File: config.mk
export PLATFORM = sky130hd
export DESIGN_NAME = etp_top
export DESIGN_NICKNAME = d
export VERILOG_FILES = /design/src/shared/etp_pkg.sv /design/src/hdl/etp_sync.sv /design/src/hdl/etp_top.sv
export VERILOG_INCLUDE_DIRS = /design/src /design/src/shared
export SDC_FILE = /design/constraint.sdc
export NUM_CORES = 1
export LEC_CHECK = 0
export ABC_AREA = 1
export BUFFER_PORTS_ARGS = -buffer_cell sky130_fd_sc_hd__buf_4
export CAP_MARGIN = 30
export CORE_MARGIN = 3
export CORE_UTILIZATION = 52
export CTS_BUF_LIST = sky130_fd_sc_hd__clkbuf_4
export CTS_CLUSTER_SIZE = 8
export DETAILED_ROUTE_END_ITERATION = 10
export PLACE_DENSITY_LB_ADDON = 0.1
export SYNTH_ARGS = -nofsm -noshare
export SYNTH_HDL_FRONTEND = slang
export SYNTH_SLANG_ARGS = --single-unit
export TNS_END_PERCENT = 1
File: constraint.sdc
create_clock -name aclk -period 1.5 [get_ports aclk]
set_input_delay 0.3 -clock aclk [delete_from_list [all_inputs] [get_ports aclk]]
set_output_delay 0.3 -clock aclk [all_outputs]
set_load 0.02 [all_outputs]
File: src/shared/etp_defs.svh
// Purpose: offsets, field positions and reset values of the edge timed pulse unit
// Assumes: 32-bit AXI4-Lite register bus, one register per aligned word
// Notes: definitions only
`ifndef ETP_DEFS_SVH
`define ETP_DEFS_SVH

// ----------------------------------------------------------------
// register byte offsets
// ----------------------------------------------------------------
`define ETP_OFS_CONTROL 8'h00
`define ETP_OFS_IRQ_STATUS 8'h04
`define ETP_OFS_IRQ_MASK 8'h08

// ----------------------------------------------------------------
// control register fields
// ----------------------------------------------------------------
`define ETP_BIT_MODULE_ON 15
`define ETP_BIT_HALT_IDLE 13
`define ETP_BIT_DELAY_EN 12
`define ETP_BIT_EDGE_ACCEPT 11
`define ETP_BIT_EDGE_ORDER 10
`define ETP_BIT_DISCHARGE 9
`define ETP_BIT_TRIG_EN 8
`define ETP_BIT_E2_POL 7
`define ETP_LSB_E2_SEL 5
`define ETP_BIT_E1_POL 4
`define ETP_LSB_E1_SEL 2
`define ETP_BIT_E2_SEEN 1
`define ETP_BIT_E1_SEEN 0
`define ETP_CTRL_WMASK 16'hbfff

// ----------------------------------------------------------------
// edge source codes
// ----------------------------------------------------------------
`define ETP_SRC_PIN_A 2'h3
`define ETP_SRC_PIN_B 2'h2
`define ETP_SRC_OC1 2'h1
`define ETP_SRC_TMR1 2'h0

// ----------------------------------------------------------------
// reset values and interrupt bits
// ----------------------------------------------------------------
`define ETP_CTRL_RESET 16'h0000
`define ETP_IRQ_RESET 3'h0
`define ETP_IRQ_E1 0
`define ETP_IRQ_E2 1
`define ETP_IRQ_TRIP 2
`define ETP_RESP_OKAY 2'h0
`define ETP_RESP_SLVERR 2'h2

`endif

File: src/shared/etp_pkg.sv
// Purpose: types shared by the edge timed pulse unit
// Assumes: nothing
// Notes: constants live in etp_defs.svh
package etp_pkg;
   // delay generation sequence
   typedef enum logic [1:0]
   {
      ST_WAIT,
      ST_CHARGE,
      ST_TRIPPED
   } etp_state_t;
endpackage

File: src/hdl/etp_sync.sv
// Purpose: two flip-flop synchroniser for a group of asynchronous levels
// Assumes: each bit is an independent level
// Notes: only the second stage may be read outside
`timescale 1ns/1ps
module etp_sync #(
   parameter int WIDTH = 3
)
(
   // clock and reset
   input wire logic aclk,
   input wire logic aresetn,
   // levels
   input wire logic [WIDTH-1:0] async_in,
   output logic [WIDTH-1:0] sync_out
);
   logic [WIDTH-1:0] meta;

   // first stage feeds the second and nothing else
   always_ff @(posedge aclk)
   begin
      if (!aresetn)
      begin
         meta <= '0;
         sync_out <= '0;
      end
      else
      begin
         meta <= async_in;
         sync_out <= meta;
      end
   end
endmodule

File: src/hdl/etp_top.sv
// Purpose: control logic of the edge timed pulse delay unit
// Assumes: comparator output and edge pins are asynchronous; idle, oc1, timer1 on aclk
// Notes: the pulse output is gated, not registered, so its rising edge follows the comparator
//
// Added by the designer: the register addresses and the AXI4-Lite interface to the registers.
`timescale 1ns/1ps
`include "etp_defs.svh"

module etp_top
   import etp_pkg::*;
(
   // clock and reset
   input wire logic aclk,
   input wire logic aresetn,
   // axi4-lite write address and data
   input wire logic [7:0] s_axi_awaddr,
   input wire logic s_axi_awvalid,
   output logic s_axi_awready,
   input wire logic [31:0] s_axi_wdata,
   input wire logic [3:0] s_axi_wstrb,
   input wire logic s_axi_wvalid,
   output logic s_axi_wready,
   // axi4-lite write response
   output logic [1:0] s_axi_bresp,
   output logic s_axi_bvalid,
   input wire logic s_axi_bready,
   // axi4-lite read
   input wire logic [7:0] s_axi_araddr,
   input wire logic s_axi_arvalid,
   output logic s_axi_arready,
   output logic [31:0] s_axi_rdata,
   output logic [1:0] s_axi_rresp,
   output logic s_axi_rvalid,
   input wire logic s_axi_rready,
   // edge sources
   input wire logic ext_edge_pin_a,
   input wire logic ext_edge_pin_b,
   input wire logic output_compare_one,
   input wire logic timer_one,
   // device state and analog interface
   input wire logic cpu_idle,
   input wire logic comparator_two_out,
   output logic current_to_comp_b,
   output logic current_source_on,
   output logic source_discharge_on,
   output logic delayed_pulse_out,
   output logic adc_trigger,
   output logic irq
);
   logic [15:0] ctrl;
   logic [2:0] irq_stat;
   logic [2:0] irq_mask;
   logic [2:0] sync_q;
   logic prev_e1;
   logic prev_e2;
   logic charge_active;
   etp_state_t state;
   etp_state_t next_state;

   // ----------------------------------------------------------------
   // input synchronisers
   // ----------------------------------------------------------------
   etp_sync #(.WIDTH(3)) u_sync
   (
      .aclk(aclk),
      .aresetn(aresetn),
      .async_in({comparator_two_out, ext_edge_pin_b, ext_edge_pin_a}),
      .sync_out(sync_q)
   );

   // ----------------------------------------------------------------
   // edge selection and detection
   // ----------------------------------------------------------------
   function automatic logic pick_source(input logic [1:0] code, input logic pa,
                                        input logic pb, input logic oc, input logic tm);
      logic res;
      res = tm;
      case (code)
         `ETP_SRC_PIN_A: res = pa;
         `ETP_SRC_PIN_B: res = pb;
         `ETP_SRC_OC1: res = oc;
         default: res = tm;
      endcase
      return res;
   endfunction

   function automatic logic edge_hit(input logic pol, input logic cur, input logic prv);
      return pol ? (cur & ~prv) : (~cur & prv);
   endfunction

   wire comp_s = sync_q[2];
   // halted when off or when idle with the halt bit set
   // idle halt gate
   wire running = ctrl[`ETP_BIT_MODULE_ON] & ~(ctrl[`ETP_BIT_HALT_IDLE] & cpu_idle);
   wire accept = running & ctrl[`ETP_BIT_EDGE_ACCEPT];
   wire lvl_e1 = pick_source(ctrl[`ETP_LSB_E1_SEL +: 2], sync_q[0], sync_q[1],
                             output_compare_one, timer_one);
   wire lvl_e2 = pick_source(ctrl[`ETP_LSB_E2_SEL +: 2], sync_q[0], sync_q[1],
                             output_compare_one, timer_one);
   wire hit_e1 = edge_hit(ctrl[`ETP_BIT_E1_POL], lvl_e1, prev_e1);
   wire hit_e2 = edge_hit(ctrl[`ETP_BIT_E2_POL], lvl_e2, prev_e2);
   // edge 2 waits for edge 1 when ordering is on
   wire ev_e1 = accept & hit_e1;
   wire ev_e2 = accept & hit_e2 & (~ctrl[`ETP_BIT_EDGE_ORDER] | ctrl[`ETP_BIT_E1_SEEN]);
   wire delay_mode = running & ctrl[`ETP_BIT_DELAY_EN];
   wire trip_ev = (state == ST_CHARGE) & comp_s;

   // previous levels for edge detection
   always_ff @(posedge aclk)
   begin
      if (!aresetn)
      begin
         prev_e1 <= 1'b0;
         prev_e2 <= 1'b0;
      end
      else
      begin
         prev_e1 <= lvl_e1;
         prev_e2 <= lvl_e2;
      end
   end

   // ----------------------------------------------------------------
   // delay generation sequence
   // ----------------------------------------------------------------
   always_comb
   begin
      next_state = state;
      case (state)
         ST_WAIT:
         begin
            if (delay_mode && ev_e1)
               next_state = ST_CHARGE;
         end
         ST_CHARGE:
         begin
            // delay set by capacitor charge time
            if (!delay_mode)
               next_state = ST_WAIT;
            else if (comp_s)
               next_state = ST_TRIPPED;
         end
         ST_TRIPPED:
         begin
            // rearm once the capacitor has fallen below the trip point, or at once when delay mode is turned off
            if (!delay_mode || !comp_s)
               next_state = ST_WAIT;
         end
         default: next_state = ST_WAIT;
      endcase
   end

   always_ff @(posedge aclk)
   begin
      if (!aresetn)
         state <= ST_WAIT;
      else
         state <= next_state;
   end

   // ----------------------------------------------------------------
   // analog control outputs
   // ----------------------------------------------------------------
   assign charge_active = (state == ST_CHARGE);
   assign current_to_comp_b = delay_mode;
   assign current_source_on = charge_active & delay_mode;
   assign source_discharge_on = running & ctrl[`ETP_BIT_DISCHARGE];
   // comparator level passes straight through the gate, so no clock edge shapes it;
   // the pulse ends a few cycles later when the synchronised trip closes the gate
   // asynchronous pulse gating
   assign delayed_pulse_out = comparator_two_out & charge_active & delay_mode;
   assign irq = |(irq_stat & irq_mask);

   // trigger toward the converter on each trip
   always_ff @(posedge aclk)
   begin
      if (!aresetn)
         adc_trigger <= 1'b0;
      else
         adc_trigger <= trip_ev & ctrl[`ETP_BIT_TRIG_EN];
   end

   // ----------------------------------------------------------------
   // axi4-lite slave
   // ----------------------------------------------------------------
   logic aw_held;
   logic w_held;
   logic [7:0] aw_addr;
   logic [31:0] w_data;
   logic [3:0] w_strb;

   wire do_write = aw_held & w_held & ~s_axi_bvalid;
   wire wr_ctrl = do_write & (aw_addr == `ETP_OFS_CONTROL);
   wire wr_stat = do_write & (aw_addr == `ETP_OFS_IRQ_STATUS);
   wire wr_mask = do_write & (aw_addr == `ETP_OFS_IRQ_MASK);
   wire wr_ok = wr_ctrl | wr_stat | wr_mask;
   wire [15:0] lane_mask = {{8{w_strb[1]}}, {8{w_strb[0]}}} & `ETP_CTRL_WMASK;
   wire [15:0] ctrl_written = (ctrl & ~lane_mask) | (w_data[15:0] & lane_mask);
   wire [2:0] stat_clear = (wr_stat & w_strb[0]) ? w_data[2:0] : 3'h0;
   wire rd_ctrl = s_axi_araddr == `ETP_OFS_CONTROL;
   wire rd_stat = s_axi_araddr == `ETP_OFS_IRQ_STATUS;
   wire rd_mask = s_axi_araddr == `ETP_OFS_IRQ_MASK;
   wire [31:0] rd_value = rd_ctrl ? {16'h0000, ctrl} :
                          rd_stat ? {29'h0000000, irq_stat} :
                          rd_mask ? {29'h0000000, irq_mask} : 32'h00000000;

   assign s_axi_awready = ~aw_held;
   assign s_axi_wready = ~w_held;
   assign s_axi_arready = ~s_axi_rvalid;

   // write address and data captured in either order
   always_ff @(posedge aclk)
   begin
      if (!aresetn)
      begin
         aw_held <= 1'b0;
         w_held <= 1'b0;
         aw_addr <= 8'h00;
         w_data <= 32'h00000000;
         w_strb <= 4'h0;
      end
      else
      begin
         if (s_axi_awvalid && !aw_held)
         begin
            aw_held <= 1'b1;
            aw_addr <= s_axi_awaddr;
         end
         else if (do_write)
            aw_held <= 1'b0;
         if (s_axi_wvalid && !w_held)
         begin
            w_held <= 1'b1;
            w_data <= s_axi_wdata;
            w_strb <= s_axi_wstrb;
         end
         else if (do_write)
            w_held <= 1'b0;
      end
   end

   // write response and read data
   always_ff @(posedge aclk)
   begin
      if (!aresetn)
      begin
         s_axi_bvalid <= 1'b0;
         s_axi_bresp <= `ETP_RESP_OKAY;
         s_axi_rvalid <= 1'b0;
         s_axi_rresp <= `ETP_RESP_OKAY;
         s_axi_rdata <= 32'h00000000;
      end
      else
      begin
         if (do_write)
         begin
            s_axi_bvalid <= 1'b1;
            s_axi_bresp <= wr_ok ? `ETP_RESP_OKAY : `ETP_RESP_SLVERR;
         end
         else if (s_axi_bready)
            s_axi_bvalid <= 1'b0;
         if (s_axi_arvalid && !s_axi_rvalid)
         begin
            s_axi_rvalid <= 1'b1;
            s_axi_rdata <= rd_value;
            s_axi_rresp <= (rd_ctrl | rd_stat | rd_mask) ? `ETP_RESP_OKAY : `ETP_RESP_SLVERR;
         end
         else if (s_axi_rready)
            s_axi_rvalid <= 1'b0;
      end
   end

   // ----------------------------------------------------------------
   // registers; hardware set beats a same-cycle clear
   // ----------------------------------------------------------------
   wire [15:0] ctrl_base = wr_ctrl ? ctrl_written : ctrl;

   always_ff @(posedge aclk)
   begin
      if (!aresetn)
      begin
         ctrl <= `ETP_CTRL_RESET;
         irq_stat <= `ETP_IRQ_RESET;
         irq_mask <= `ETP_IRQ_RESET;
      end
      else
      begin
         ctrl <= ctrl_base | {14'h0000, ev_e2, ev_e1};
         irq_stat <= (irq_stat & ~stat_clear) | {trip_ev, ev_e2, ev_e1};
         if (wr_mask && w_strb[0])
            irq_mask <= w_data[2:0];
      end
   end

   // ----------------------------------------------------------------
   // checks
   // ----------------------------------------------------------------
   a_off_no_current: assert property (@(posedge aclk) disable iff (!aresetn)
      !ctrl[`ETP_BIT_MODULE_ON] |-> !current_source_on && !delayed_pulse_out)
      else $error("current source on while module off");
   a_charge_start: assert property (@(posedge aclk) disable iff (!aresetn)
      (state == ST_WAIT && delay_mode && ev_e1) |=> current_source_on || !delay_mode)
      else $error("charging did not start on edge");
   a_trip_stops: assert property (@(posedge aclk) disable iff (!aresetn)
      trip_ev |=> !current_source_on ##1 !current_source_on)
      else $error("charging continued after trip");
   a_idle_halt: assert property (@(posedge aclk) disable iff (!aresetn)
      (ctrl[`ETP_BIT_HALT_IDLE] && cpu_idle) |-> !current_source_on && !ev_e1 && !ev_e2)
      else $error("unit active in idle with halt set");
   a_route_comp: assert property (@(posedge aclk) disable iff (!aresetn)
      current_to_comp_b == (running && ctrl[`ETP_BIT_DELAY_EN]))
      else $error("current routing mismatch");
   a_edge_seen: assert property (@(posedge aclk) disable iff (!aresetn)
      ev_e1 |=> ctrl[`ETP_BIT_E1_SEEN] && irq_stat[`ETP_IRQ_E1])
      else $error("edge one not flagged");
   a_edge_order: assert property (@(posedge aclk) disable iff (!aresetn)
      (ctrl[`ETP_BIT_EDGE_ORDER] && !ctrl[`ETP_BIT_E1_SEEN]) |-> !ev_e2)
      else $error("edge two accepted before edge one");
   a_pulse_gate: assert property (@(posedge aclk) disable iff (!aresetn)
      delayed_pulse_out |-> state == ST_CHARGE)
      else $error("pulse outside charge phase");
   a_irq_level: assert property (@(posedge aclk) disable iff (!aresetn)
      $rose(irq_stat[`ETP_IRQ_TRIP]) |-> $past(state) == ST_CHARGE)
      else $error("trip flagged without charge");
   a_read_hold: assert property (@(posedge aclk) disable iff (!aresetn)
      (s_axi_rvalid && !s_axi_rready) |=> s_axi_rvalid && $stable(s_axi_rdata))
      else $error("read data dropped before taken");
endmodule

# Yosys cells after proc, flatten, opt, wreduce, memory -nomap -nowiden

Index checks and enable logic that the tools add are counted.

Flip-flop bits (word level): 99
Input port bits: 65
Output and inout port bits: 47
Word-level logic and storage cells: 124

Equal/unequal tests: 15
Muxes and demuxes: 23
Bitwise logic cells: 47
Reduce and logical (&&, ||, !) cells: 20

Operator list:

| cell               | number |
|---|---|
| $and 16x16->16     | 2 |
| $mux 16            | 2 |
| $and 1x1->1        | 23 |
| $eq 8x3->1 const B | 2 |
| $eq 8x4->1 const B | 2 |
| $logic_not 8->1    | 2 |
| $not 16->16        | 1 |
| $or 16x16->16      | 1 |
| $or 16x2->16       | 1 |
| $mux 2             | 6 |
| $eq 2x2->1 const B | 5 |
| $not 1->1          | 10 |
| $mux 1             | 9 |
| $mux 3             | 3 |
| $reduce_bool 2->1  | 4 |
| $and 3x3->3        | 2 |
| $eq 2x1->1 const B | 3 |
| $pmux 1 s3         | 2 |
| $pmux 2 s3         | 1 |
| $logic_and 1x1->1  | 5 |
| $logic_not 1->1    | 5 |
| $or 1x1->1         | 5 |
| $ne 2x2->1 const B | 2 |
| $ne 3x2->1 const B | 1 |
| 6 further kinds    | 6 |

# Depth between registers and ports, before layout

Gate-level depths: netlist of run 1.

Depth after elaboration: 9
Mapped depth: 8
Gate-level depth less buffers: 8

# By module

Synthesis of run 1 repeated with hierarchy kept, for this count alone.

Cells, all modules: 448
Area, all modules: 3314.4 um^2

By module, submodules not included:

| module   | instances | cells an instance | area an instance (um^2) | sequential area each (um^2) |
|---|---|---|---|---|
| etp_top  | 1         | 430               | 3149.3                  | 1441.4 |
| etp_sync | 1         | 18                | 165.2                   | 120.1 |

# Least setup slack after synthesis of run 1

Ideal clock, no wire load.

Path kind: reg2out
Start: reg with a tool-made name
End: out delayed_pulse_out
Arrival time: 1.543 ns
Required time: 1.200 ns
Setup slack: -0.343 ns
Stages on the path, launching flop included: 4
Path buffers: 0
Cells stage by stage: dfxtp_1 > inv_1 > nor4_1 > and2_1

RTL lines:

| element       | line          | text |
|---|---|---|
| end, declared | etp_top.sv:46 | `output logic delayed_pulse_out,` |

==> results of run 1 <==
-- metal layers --
metal,GRT usage (%),wire [um]
met1,26.9,3390
met2,30.9,2980
met3,4.03,558
met4,9.06,114
met5,0,0
-- power by group through the flow --
stage	combinational, mW	clock [mW]	sequential [mW]
global route	0.618	1.34	2.26
finish	0.553	1.20	2.25
detailed placement	0.553	0	2.29
global placement	0.542	0	2.29
CTS	0.556	1.23	2.25
floorplan	0.342	0	2.31
-- synthesized netlist by cell type --
master / number
nor3_2: 1
o21ai_0: 54
and2_1: 1
nor3_1: 5
buf_2: 5
nand3_2: 1
inv_1: 56
nand4_1: 5
conb_1: 1
nor4_1: 1
o21ai_2: 2
buf_6: 2
o221ai_1: 1
clkbuf_1: 9
buf_1: 1
nand2_1: 65
dfxtp_1: 78
a21oi_1: 46
o21ai_1: 5
o21a_1: 1
nor2_4: 1
buf_4: 20
nor2_8: 1
nand3_1: 19
nor2_1: 68
clkinv_1: 1
nand3_4: 2
-- timing repair --
item	in CTS	in global routing
gates resized for setup	13	5
setup endpoints to repair	5	14
endpoints found under the hold margin	0	0
setup buffers	0	1
pin swaps	1	1
-- per-stage QoR --
step	power [mW]	util (%)	TNS, ns	worst slack, ns	cells
finish	4.00	66.9	-0.479	-0.188	606
CTS	4.03	66.7	-0.524	-0.207	605
global placement	2.83	64.1	0	0.112	589
floorplan	2.66	-	0	0.0867	470
detailed placement	2.85	64.1	0	0.105	589
global route	4.22	66.9	-0.872	-0.265	606
-- cells by family (layout without fill, tap and decap cells) --
| family | after synthesis | after routing | share of synthesized area, % |
|---|---|---|---|
| AO/OA/AOI/OAI | 109 | 109 | 16.8 |
| buffers and inverters | 94 | 155 | 13.5 |
| flip-flops | 78 | 78 | 47.0 |
| other | 1 | 19 | 0.113 |
| AND/OR/NAND/NOR | 170 | 170 | 22.6 |
-- layout make-up --
class | instances | area, um2 | share of cell area, %
Inverter | 57 | 214 | 5.28
Clock inverter | 7 | 65.1 | 1.60
Tap cell | 75 | 93.8 | 2.31
Sequential cell | 78 | 1570 | 38.8
Clock buffer | 9 | 67.6 | 1.67
Timing Repair Buffer | 82 | 636 | 15.7
Multi-Input combinational cell | 298 | 1410 | 34.7
-- critical path: cells and delay by family (launching register included) --
kind                   cells  cell delay [ns]
buffers and inverters      2             0.18
AND/OR/NAND/NOR            2             0.44
flip-flops                 1             0.36
-- path summary, 6_finish.rpt --
path,start,end,slack (ns),cells after the start
max,flip-flop,delayed_pulse_out,-0.19,4
min reg2reg,u_sync.meta[0]$_SDFF_PN0_,u_sync.sync_out[0]$_SDFF_PN0_,0.42,2
min,ext_edge_pin_b,u_sync.meta[1]$_SDFF_PN0_,0.06,3
max reg2reg,aw_addr[4]$_SDFFE_PN0P_,flip-flop,0.12,6
==> flow_metrics.py, run 1 <==
metrics = {
    "run_status": {
        "status": "finished, violations left",
        "violations": "negative setup slack",
    },
    "floorplanning": {
        "start_util_pct": 54.8,
        "dieWidth_um": 85.9,
        "ios": 112,
        "core_region_area_um2": 6060,
        "row_count": 28,
        "die_area_um2": 7390,
        "die_h_um": 85.9,
    },
    "pwr": {
        "p_leak_nw": 1.83,
        "p_int_mw": 2.90,
        "p_per_area_nw_per_um2": 987,
        "vdd_drop_max_mv": 0.694,
        "p_sw_mw": 1.10,
        "pwr-share-comb_pct": 13.8,
        "pwr-share-seq_pct": 56.2,
        "p_clk_share_pct": 30.0,
        "swShare_pct": 27.5,
    },
    "global_routing": {
        "grt_pass1_wl_um": 11900,
        "grt_max_degree": 27,
        "track_usage_pct": 20.0,
        "grt_pass1_vias": 2705,
        "grt-ovfl-total": 0,
        "antenna_found_initial": 0,
    },
    "layout": {
        "area_growth_pct": 22.0,
        "layout.cells.most_common_list": "79 x buf_4, 69 x dfxtp_1, 68 x nor2_1, 63 x nand2_1, 55 x inv_1",
        "layout-drive-gt1-share_pct": 22.2,
        "num_antenna_cells": 0,
        "num-nets-final": 591,
        "final_common_cell": "buf_4",
        "fillCellCount": 525,
        "final_area_um2": 4060,
    },
    "drt": {
        "wl_um": 7040,
        "route.detailed.drc": 0,
        "viasPerCell": 4.89,
        "drtAntennaViolNets": 0,
        "avgRoutedWirePerCell_um": 11.6,
        "vias": 2962,
        "drtIter0Drc": 137,
        "drt-pass1-iter-count": 4,
    },
    "job": {
        "cap_viol_max_count": 0,
    },
    "yosys": {
        "synth_area_um2": 3320,
        "synth_cell_types": 27,
        "synthTopCellsByArea": "dfxtp_1 47%, o21ai_0 8.1%, nor2_1 7.7%, nand2_1 7.3%, a21oi_1 6.9%",
        "yosysSeqAreaShare_pct": 47.0,
        "yosysTopAreaCell": "dfxtp_1",
        "ys_ff_latch": 78,
        "synth_cells": 452,
        "syn_area_per_cell_um2": 7.35,
        "yosysTopAreaCellShare_pct": 47.0,
        "yosys_warnings": 0,
    },
    "sta": {
        "fmax_mhz": 592,
        "whs_ns": 0.0637,
        "fin_crit_ns": 1.69,
        "finalCritPeriodShare_pct": 113,
        "setup_viol": 4,
        "finalHoldViolations": 0,
        "finClkSkew_ns": 0.0172,
        "maxSlewViolCount": 0,
        "setup_slack_ns": -0.188,
        "rsz0062_at_grt": "yes",
    },
    "critical_path": {
        "cp_max_fo": 4,
        "worstSetupEndpointType": "output pin",
        "criticalPathCategory": "reg2out",
        "start_kind": "flip-flop",
        "slowest_stage": "dfxtp_2",
        "required_ns": 1.20,
        "crit_chain": "inv_2 > nor4_4 > and2_1 > buf_6",
        "max_stage_delay_ns": 0.36,
        "worstPathArrival_ns": 1.39,
    },
    "clock_tree": {
        "path_clk_slew_ns": 0.13,
        "clk_latency_ns": 0.41,
        "numCtsBuffers": 9,
        "cts_hold_buf": 0,
        "htree_levels": 3,
        "cts_max_path_buffers": 2,
        "cts-root-buf": "clkbuf_4",
        "cts_tree": "built",
        "cts_sinks": 78,
    },
    "placed_design": {
        "placed_area_um2": 3880,
        "port_buffers": 73,
        "routabilityCongestion": 0.807,
        "dp_hpwl_um": 5250,
    },
    "worst_hold_path": {
        "holdCritPathClass": "in2reg",
    },
}
Note: power is estimated with default switching activity, not from simulation.
==> inputs of run 2 (changes only) <==
--- a/config.mk
+++ b/config.mk
@@ -15,6 +15,7 @@
 export CTS_CLUSTER_SIZE = 8
 export DETAILED_ROUTE_END_ITERATION = 10
 export PLACE_DENSITY_LB_ADDON = 0.1
+export SETUP_SLACK_MARGIN = 0.3
 export SYNTH_ARGS = -nofsm -noshare
 export SYNTH_HDL_FRONTEND = slang
 export SYNTH_SLANG_ARGS = --single-unit
==> run 2 against run 1 <==
The flow still finishes with violations (negative setup slack). Flip-flop and latch count stayed put. Clock skew is 0.0042 ns lower. Sequential power barely moved. Core utilization is 4.4 points higher. Total power rose by 2.2%. Critical path depth is the same.
==> flow_metrics.py, run 2 (synthesis results as in run 1) <==
metrics = {
    "drt": {
        "vias": 2941,
        "drtAntennaViolNets": 0,
        "drt-pass1-iter-count": 4,
        "viasPerCell": 4.87,
        "wl_um": 7180,
        "drtIter0Drc": 134,
        "avgRoutedWirePerCell_um": 11.9,
        "dr_wl_met3_um": 425,
        "route.detailed.drc": 0,
        "wl_met2_um": 3180,
        "met1Wirelength_um": 3460,
        "top_layer": "met4",
    },
    "layout": {
        "layout.cells.most_common_list": "62 x nor2_1, 59 x nand2_1, 54 x buf_4, 46 x inv_1, 43 x o21ai_0",
        "fillCellCount": 492,
        "final_area_um2": 4320,
        "layout-drive-gt1-share_pct": 35.2,
        "utilization_pct": 71.3,
        "num-nets-final": 589,
        "num_antenna_cells": 0,
        "area_growth_pct": 30.0,
        "final_common_cell": "nor2_1",
    },
    "critical_path": {
        "start_kind": "flip-flop",
        "slowest_stage": "dfxtp_4",
        "crit_chain": "inv_4 > nor4_4 > and2_4 > buf_6",
        "worstSetupEndpointType": "output pin",
        "cp_max_fo": 4,
        "r2r_setup_slack_ns": 0.18,
        "worstPathArrival_ns": 1.41,
        "max_stage_delay_ns": 0.39,
        "required_ns": 1.20,
        "criticalPathCategory": "reg2out",
    },
    "floorplanning": {
        "ios": 112,
        "row_count": 28,
        "dieWidth_um": 85.9,
        "die_h_um": 85.9,
        "start_util_pct": 54.8,
        "core_region_area_um2": 6060,
        "die_area_um2": 7390,
    },
    "sta": {
        "rsz0062_at_grt": "yes",
        "max_slew_margin_pct": 65.2,
        "setup_slack_ns": -0.205,
        "finalCritPeriodShare_pct": 114,
        "finalHoldViolations": 0,
        "maxSlewViolCount": 0,
        "fin_crit_ns": 1.71,
        "setup_viol": 4,
        "fmax_mhz": 586,
        "worst_pin_slew_ns": 0.521,
        "finClkSkew_ns": 0.0130,
    },
    "worst_hold_path": {
        "holdCritPathClass": "in2reg",
    },
    "pwr": {
        "swShare_pct": 27.6,
        "p_per_area_nw_per_um2": 946,
        "p_sw_mw": 1.13,
        "pwr-share-comb_pct": 15.2,
        "pwr-share-seq_pct": 55.7,
        "p_clk_share_pct": 29.1,
        "p_total_mw": 4.09,
        "p_leak_nw": 1.89,
        "p_int_mw": 2.96,
        "vdd_drop_max_mv": 0.600,
    },
    "clock_tree": {
        "clk_latency_ns": 0.42,
        "path_clk_slew_ns": 0.12,
        "htree_levels": 3,
        "cts_hold_buf": 0,
        "cts_sinks": 78,
        "cts_setup_buffers": 0,
        "cts_max_path_buffers": 2,
        "cts-root-buf": "clkbuf_4",
        "numCtsBuffers": 9,
        "cts_tree": "built",
    },
    "job": {
        "cap_viol_max_count": 0,
    },
    "global_routing": {
        "grt_pass1_wl_um": 12000,
        "grt-ovfl-total": 0,
        "track_usage_pct": 20.1,
        "grt_max_degree": 31,
        "grt_pass1_vias": 2685,
        "antenna_found_initial": 0,
    },
    "placed_design": {
        "routabilityCongestion": 0.845,
        "dp_hpwl_um": 5200,
        "place_ws_ns": 0.102,
        "port_buffers": 73,
        "placed_area_um2": 3880,
    },
    "run_status": {
        "violations": "negative setup slack",
        "status": "finished, violations left",
    },
}
==> run 2: power by group through the flow <==
stage	clock, mW	sequential [mW]	combinational (mW)
finish	1.19	2.28	0.623
global placement	0	2.29	0.541
detailed placement	0	2.29	0.551
floorplan	0	2.31	0.342
CTS	1.21	2.27	0.589
global route	1.31	2.29	0.692
==> run 2: final cells by class <==
cell class                      count  area (um2)  share of cell area, %
Sequential cell                    78        1620                   37.4
Clock buffer                       10        75.1                   1.74
Clock inverter                      6        52.6                   1.22
Inverter                           57         218                   5.04
Tap cell                           75        93.8                   2.17
Multi-Input combinational cell    298        1560                   36.1
Timing Repair Buffer               80         707                   16.4
==> run 2: critical path: cells and delay by family, from the launching register on <==
family                 cells  cell delay, ns
buffers and inverters      2            0.15
DFF                        1            0.39
and+or+nand+nor            2            0.45
==> run 2: metrics by stage <==
step,TNS (ns),std cells,hold slack (ns)
2_1_floorplan,0,470,0.390
3_3_place_gp,0,588,0.395
3_5_place_dp,0,588,0.395
4_1_cts,-0.496,604,0.0512
5_1_grt,-0.816,604,0.0504
6_report,-0.460,604,0.0591
==> run 2: per-layer routing <==
layer	vias to the layer above	GRT usage, %
met5	-	0
li1	1563	-
met3	10	3.55
met4	0	8.20
met2	82	31.3
met1	1286	27.6
==> run 2: path summary, 6_finish.rpt <==
kind	end	from	cells after the start
min	u_sync.meta[0]$_SDFF_PN0_	ext_edge_pin_a	3
min reg2reg	u_sync.sync_out[1]$_SDFF_PN0_	u_sync.meta[1]$_SDFF_PN0_	2
max	delayed_pulse_out	state[0]$_SDFFE_PN0P_	4
max reg2reg	flip-flop	aw_addr[5]$_SDFFE_PN0P_	6
==> run 2: what timing repair did <==
item,in CTS,in global routing
pin swaps,19,29
gates resized for setup,81,46
endpoints found under the setup margin,60,64
==> inputs of run 3 (changes only) <==
--- a/config.mk
+++ b/config.mk
@@ -10,7 +10,7 @@
 export BUFFER_PORTS_ARGS = -buffer_cell sky130_fd_sc_hd__buf_4
 export CAP_MARGIN = 30
 export CORE_MARGIN = 3
-export CORE_UTILIZATION = 52
+export CORE_UTILIZATION = 56
 export CTS_BUF_LIST = sky130_fd_sc_hd__clkbuf_4
 export CTS_CLUSTER_SIZE = 8
 export DETAILED_ROUTE_END_ITERATION = 10
==> constraint.sdc (replaced) <==
create_clock -name aclk -period 2 [get_ports aclk]
set_input_delay 0.4 -clock aclk [delete_from_list [all_inputs] [get_ports aclk]]
set_output_delay 0.4 -clock aclk [all_outputs]
set_load 0.02 [all_outputs]
==> run 3 against run 2 <==
The run now ends clean. Sequential share of layout area up 1.4 points. Clock power down 26%. Clock skew up 0.0014 ns. Die area down 6.6%. Sequential power down 26%. Global-route usage up 1.1 points. Critical path type unchanged. Via count up 1.1%. Critical endpoint unchanged. Cell area down 6.4%.
==> flow_metrics.py, run 3 (synthesis results as in run 1) <==
metrics = {
    "drt": {
        "route.detailed.drc": 0,
        "drtAntennaViolNets": 0,
        "drt-pass1-iter-count": 4,
        "vias": 2972,
        "wl_um": 7170,
        "avgRoutedWirePerCell_um": 11.9,
        "drtIter0Drc": 145,
        "viasPerCell": 4.92,
    },
    "layout": {
        "multiInputGateArea_um2": 1410,
        "area_growth_pct": 21.6,
        "final_common_cell": "buf_4",
        "fillCellCount": 472,
        "utilization_pct": 72.1,
        "layout-drive-gt1-share_pct": 22.2,
        "num_antenna_cells": 0,
        "regArea_um2": 1570,
        "num-nets-final": 593,
        "final_area_um2": 4040,
        "layout.cells.most_common_list": "83 x buf_4, 73 x dfxtp_1, 67 x nor2_1, 63 x nand2_1",
    },
    "placed_design": {
        "routabilityCongestion": 0.844,
        "placed_area_um2": 3850,
        "dp_hpwl_um": 5250,
        "port_buffers": 73,
    },
    "floorplanning": {
        "die_h_um": 83.0,
        "dieWidth_um": 83.0,
        "start_util_pct": 59.3,
        "ios": 112,
        "row_count": 27,
        "die_area_um2": 6890,
        "core_region_area_um2": 5610,
    },
    "sta": {
        "fin_crit_ns": 1.84,
        "whs_ns": 0.158,
        "rsz0062_at_grt": "yes",
        "maxSlewViolCount": 0,
        "finClkSkew_ns": 0.0144,
        "finalCritPeriodShare_pct": 92.1,
        "setup-tns-final_ns": 0,
        "fmax_mhz": 543,
        "setup_viol": 0,
        "finalHoldViolations": 0,
    },
    "clock_tree": {
        "cts-root-buf": "clkbuf_4",
        "cts_hold_buf": 0,
        "path_clk_slew_ns": 0.12,
        "cts_max_path_buffers": 2,
        "cts_sinks": 78,
        "cts_tree": "built",
        "clk_latency_ns": 0.42,
        "htree_levels": 3,
        "numCtsBuffers": 9,
    },
    "global_routing": {
        "antenna_found_initial": 0,
        "grt_pass1_wl_um": 12100,
        "grt_max_degree": 32,
        "grt-ovfl-total": 0,
        "grt_pass1_vias": 2712,
        "track_usage_pct": 21.2,
    },
    "job": {
        "cap_viol_max_count": 0,
    },
    "pwr": {
        "vdd_drop_max_mv": 0.480,
        "p_leak_nw": 1.83,
        "p_total_mw": 2.97,
        "p_per_area_nw_per_um2": 735,
    },
    "critical_path": {
        "start_kind": "flip-flop",
        "worstPathArrival_ns": 1.44,
        "slowest_stage": "dfxtp_2",
        "criticalPathCategory": "reg2out",
        "crit_chain": "nor4_4 > and2_4 > buf_6",
        "crit_buf_inv": 1,
        "max_stage_delay_ns": 0.38,
        "required_ns": 1.60,
        "path_delay_family": "simple AND/OR/NAND/NOR gates",
        "cp_max_fo": 4,
        "worstSetupEndpointType": "output pin",
    },
    "worst_hold_path": {
        "holdCritPathClass": "in2reg",
    },
    "run_status": {
        "status": "finished clean",
    },
}
run 3: cell count changes in the layout (fill, tap and decap cells not counted), sizes merged:
| cell | change |
|---|---|
| clkinvlp | +1 |
| clkinv | -2 |
| buf | +4 |
run 3: per-stage QoR:
step,instances,setup WS [ns]
2_1_floorplan,470,0.421
5_1_grt,604,0.0790
3_5_place_dp,583,0.375
6_report,604,0.158
3_3_place_gp,583,0.381
4_1_cts,601,0.109
run 3: worst min-delay path: cells and delay by family:
| kind | cells | cell delay [ns] |
|---|---|---|
| simple gates | 1 | 0.04 |
| buf+inv | 2 | 0.11 |
run 3: layer usage:
metal | vias up | track usage, % | share of wire [%]
li1 | 1566 | - | -
met1 | 1292 | 27.6 | 47
met2 | 101 | 32.7 | 44
met3 | 13 | 6.15 | 7.0
met4 | 0 | 9.66 | 2.2
met5 | - | 0 | 0
run 3: path summary, 6_finish.rpt:
| path | startpoint | endpoint | slack, ns | depth (start not counted) |
|---|---|---|---|---|
| hold reg to reg | u_sync.meta[1]$_SDFF_PN0_ | u_sync.sync_out[1]$_SDFF_PN0_ | 0.43 | 2 |
| setup reg to reg | w_held$_SDFFE_PN0P_ | flip-flop | 0.55 | 5 |
| hold / removal | ext_edge_pin_b | u_sync.meta[1]$_SDFF_PN0_ | 0.16 | 3 |
| setup / recovery | state[1]$_SDFFE_PN0P_ | delayed_pulse_out | 0.16 | 3 |
run 3: repair_timing:
action                                  4_1_cts  5_1_grt
buffers inserted                              3        3
pin swaps                                     3        2
endpoints found under the setup margin        3        4
resized for setup                             7        7
run 3: cell type report:
type	instances	share of cell area, %
Clock buffer	10	1.86
Clock inverter	5	1.27
Inverter	57	5.35
Multi-Input combinational cell	298	34.8
Sequential cell	78	38.8
Tap cell	72	2.23
Timing Repair Buffer	84	15.7
run 3: power by group:
group / total (mW) / internal (mW) / switching, mW
sequential: 1.68 / 1.63 / 0.0519
clock: 0.876 / 0.380 / 0.496
combinational: 0.410 / 0.163 / 0.248
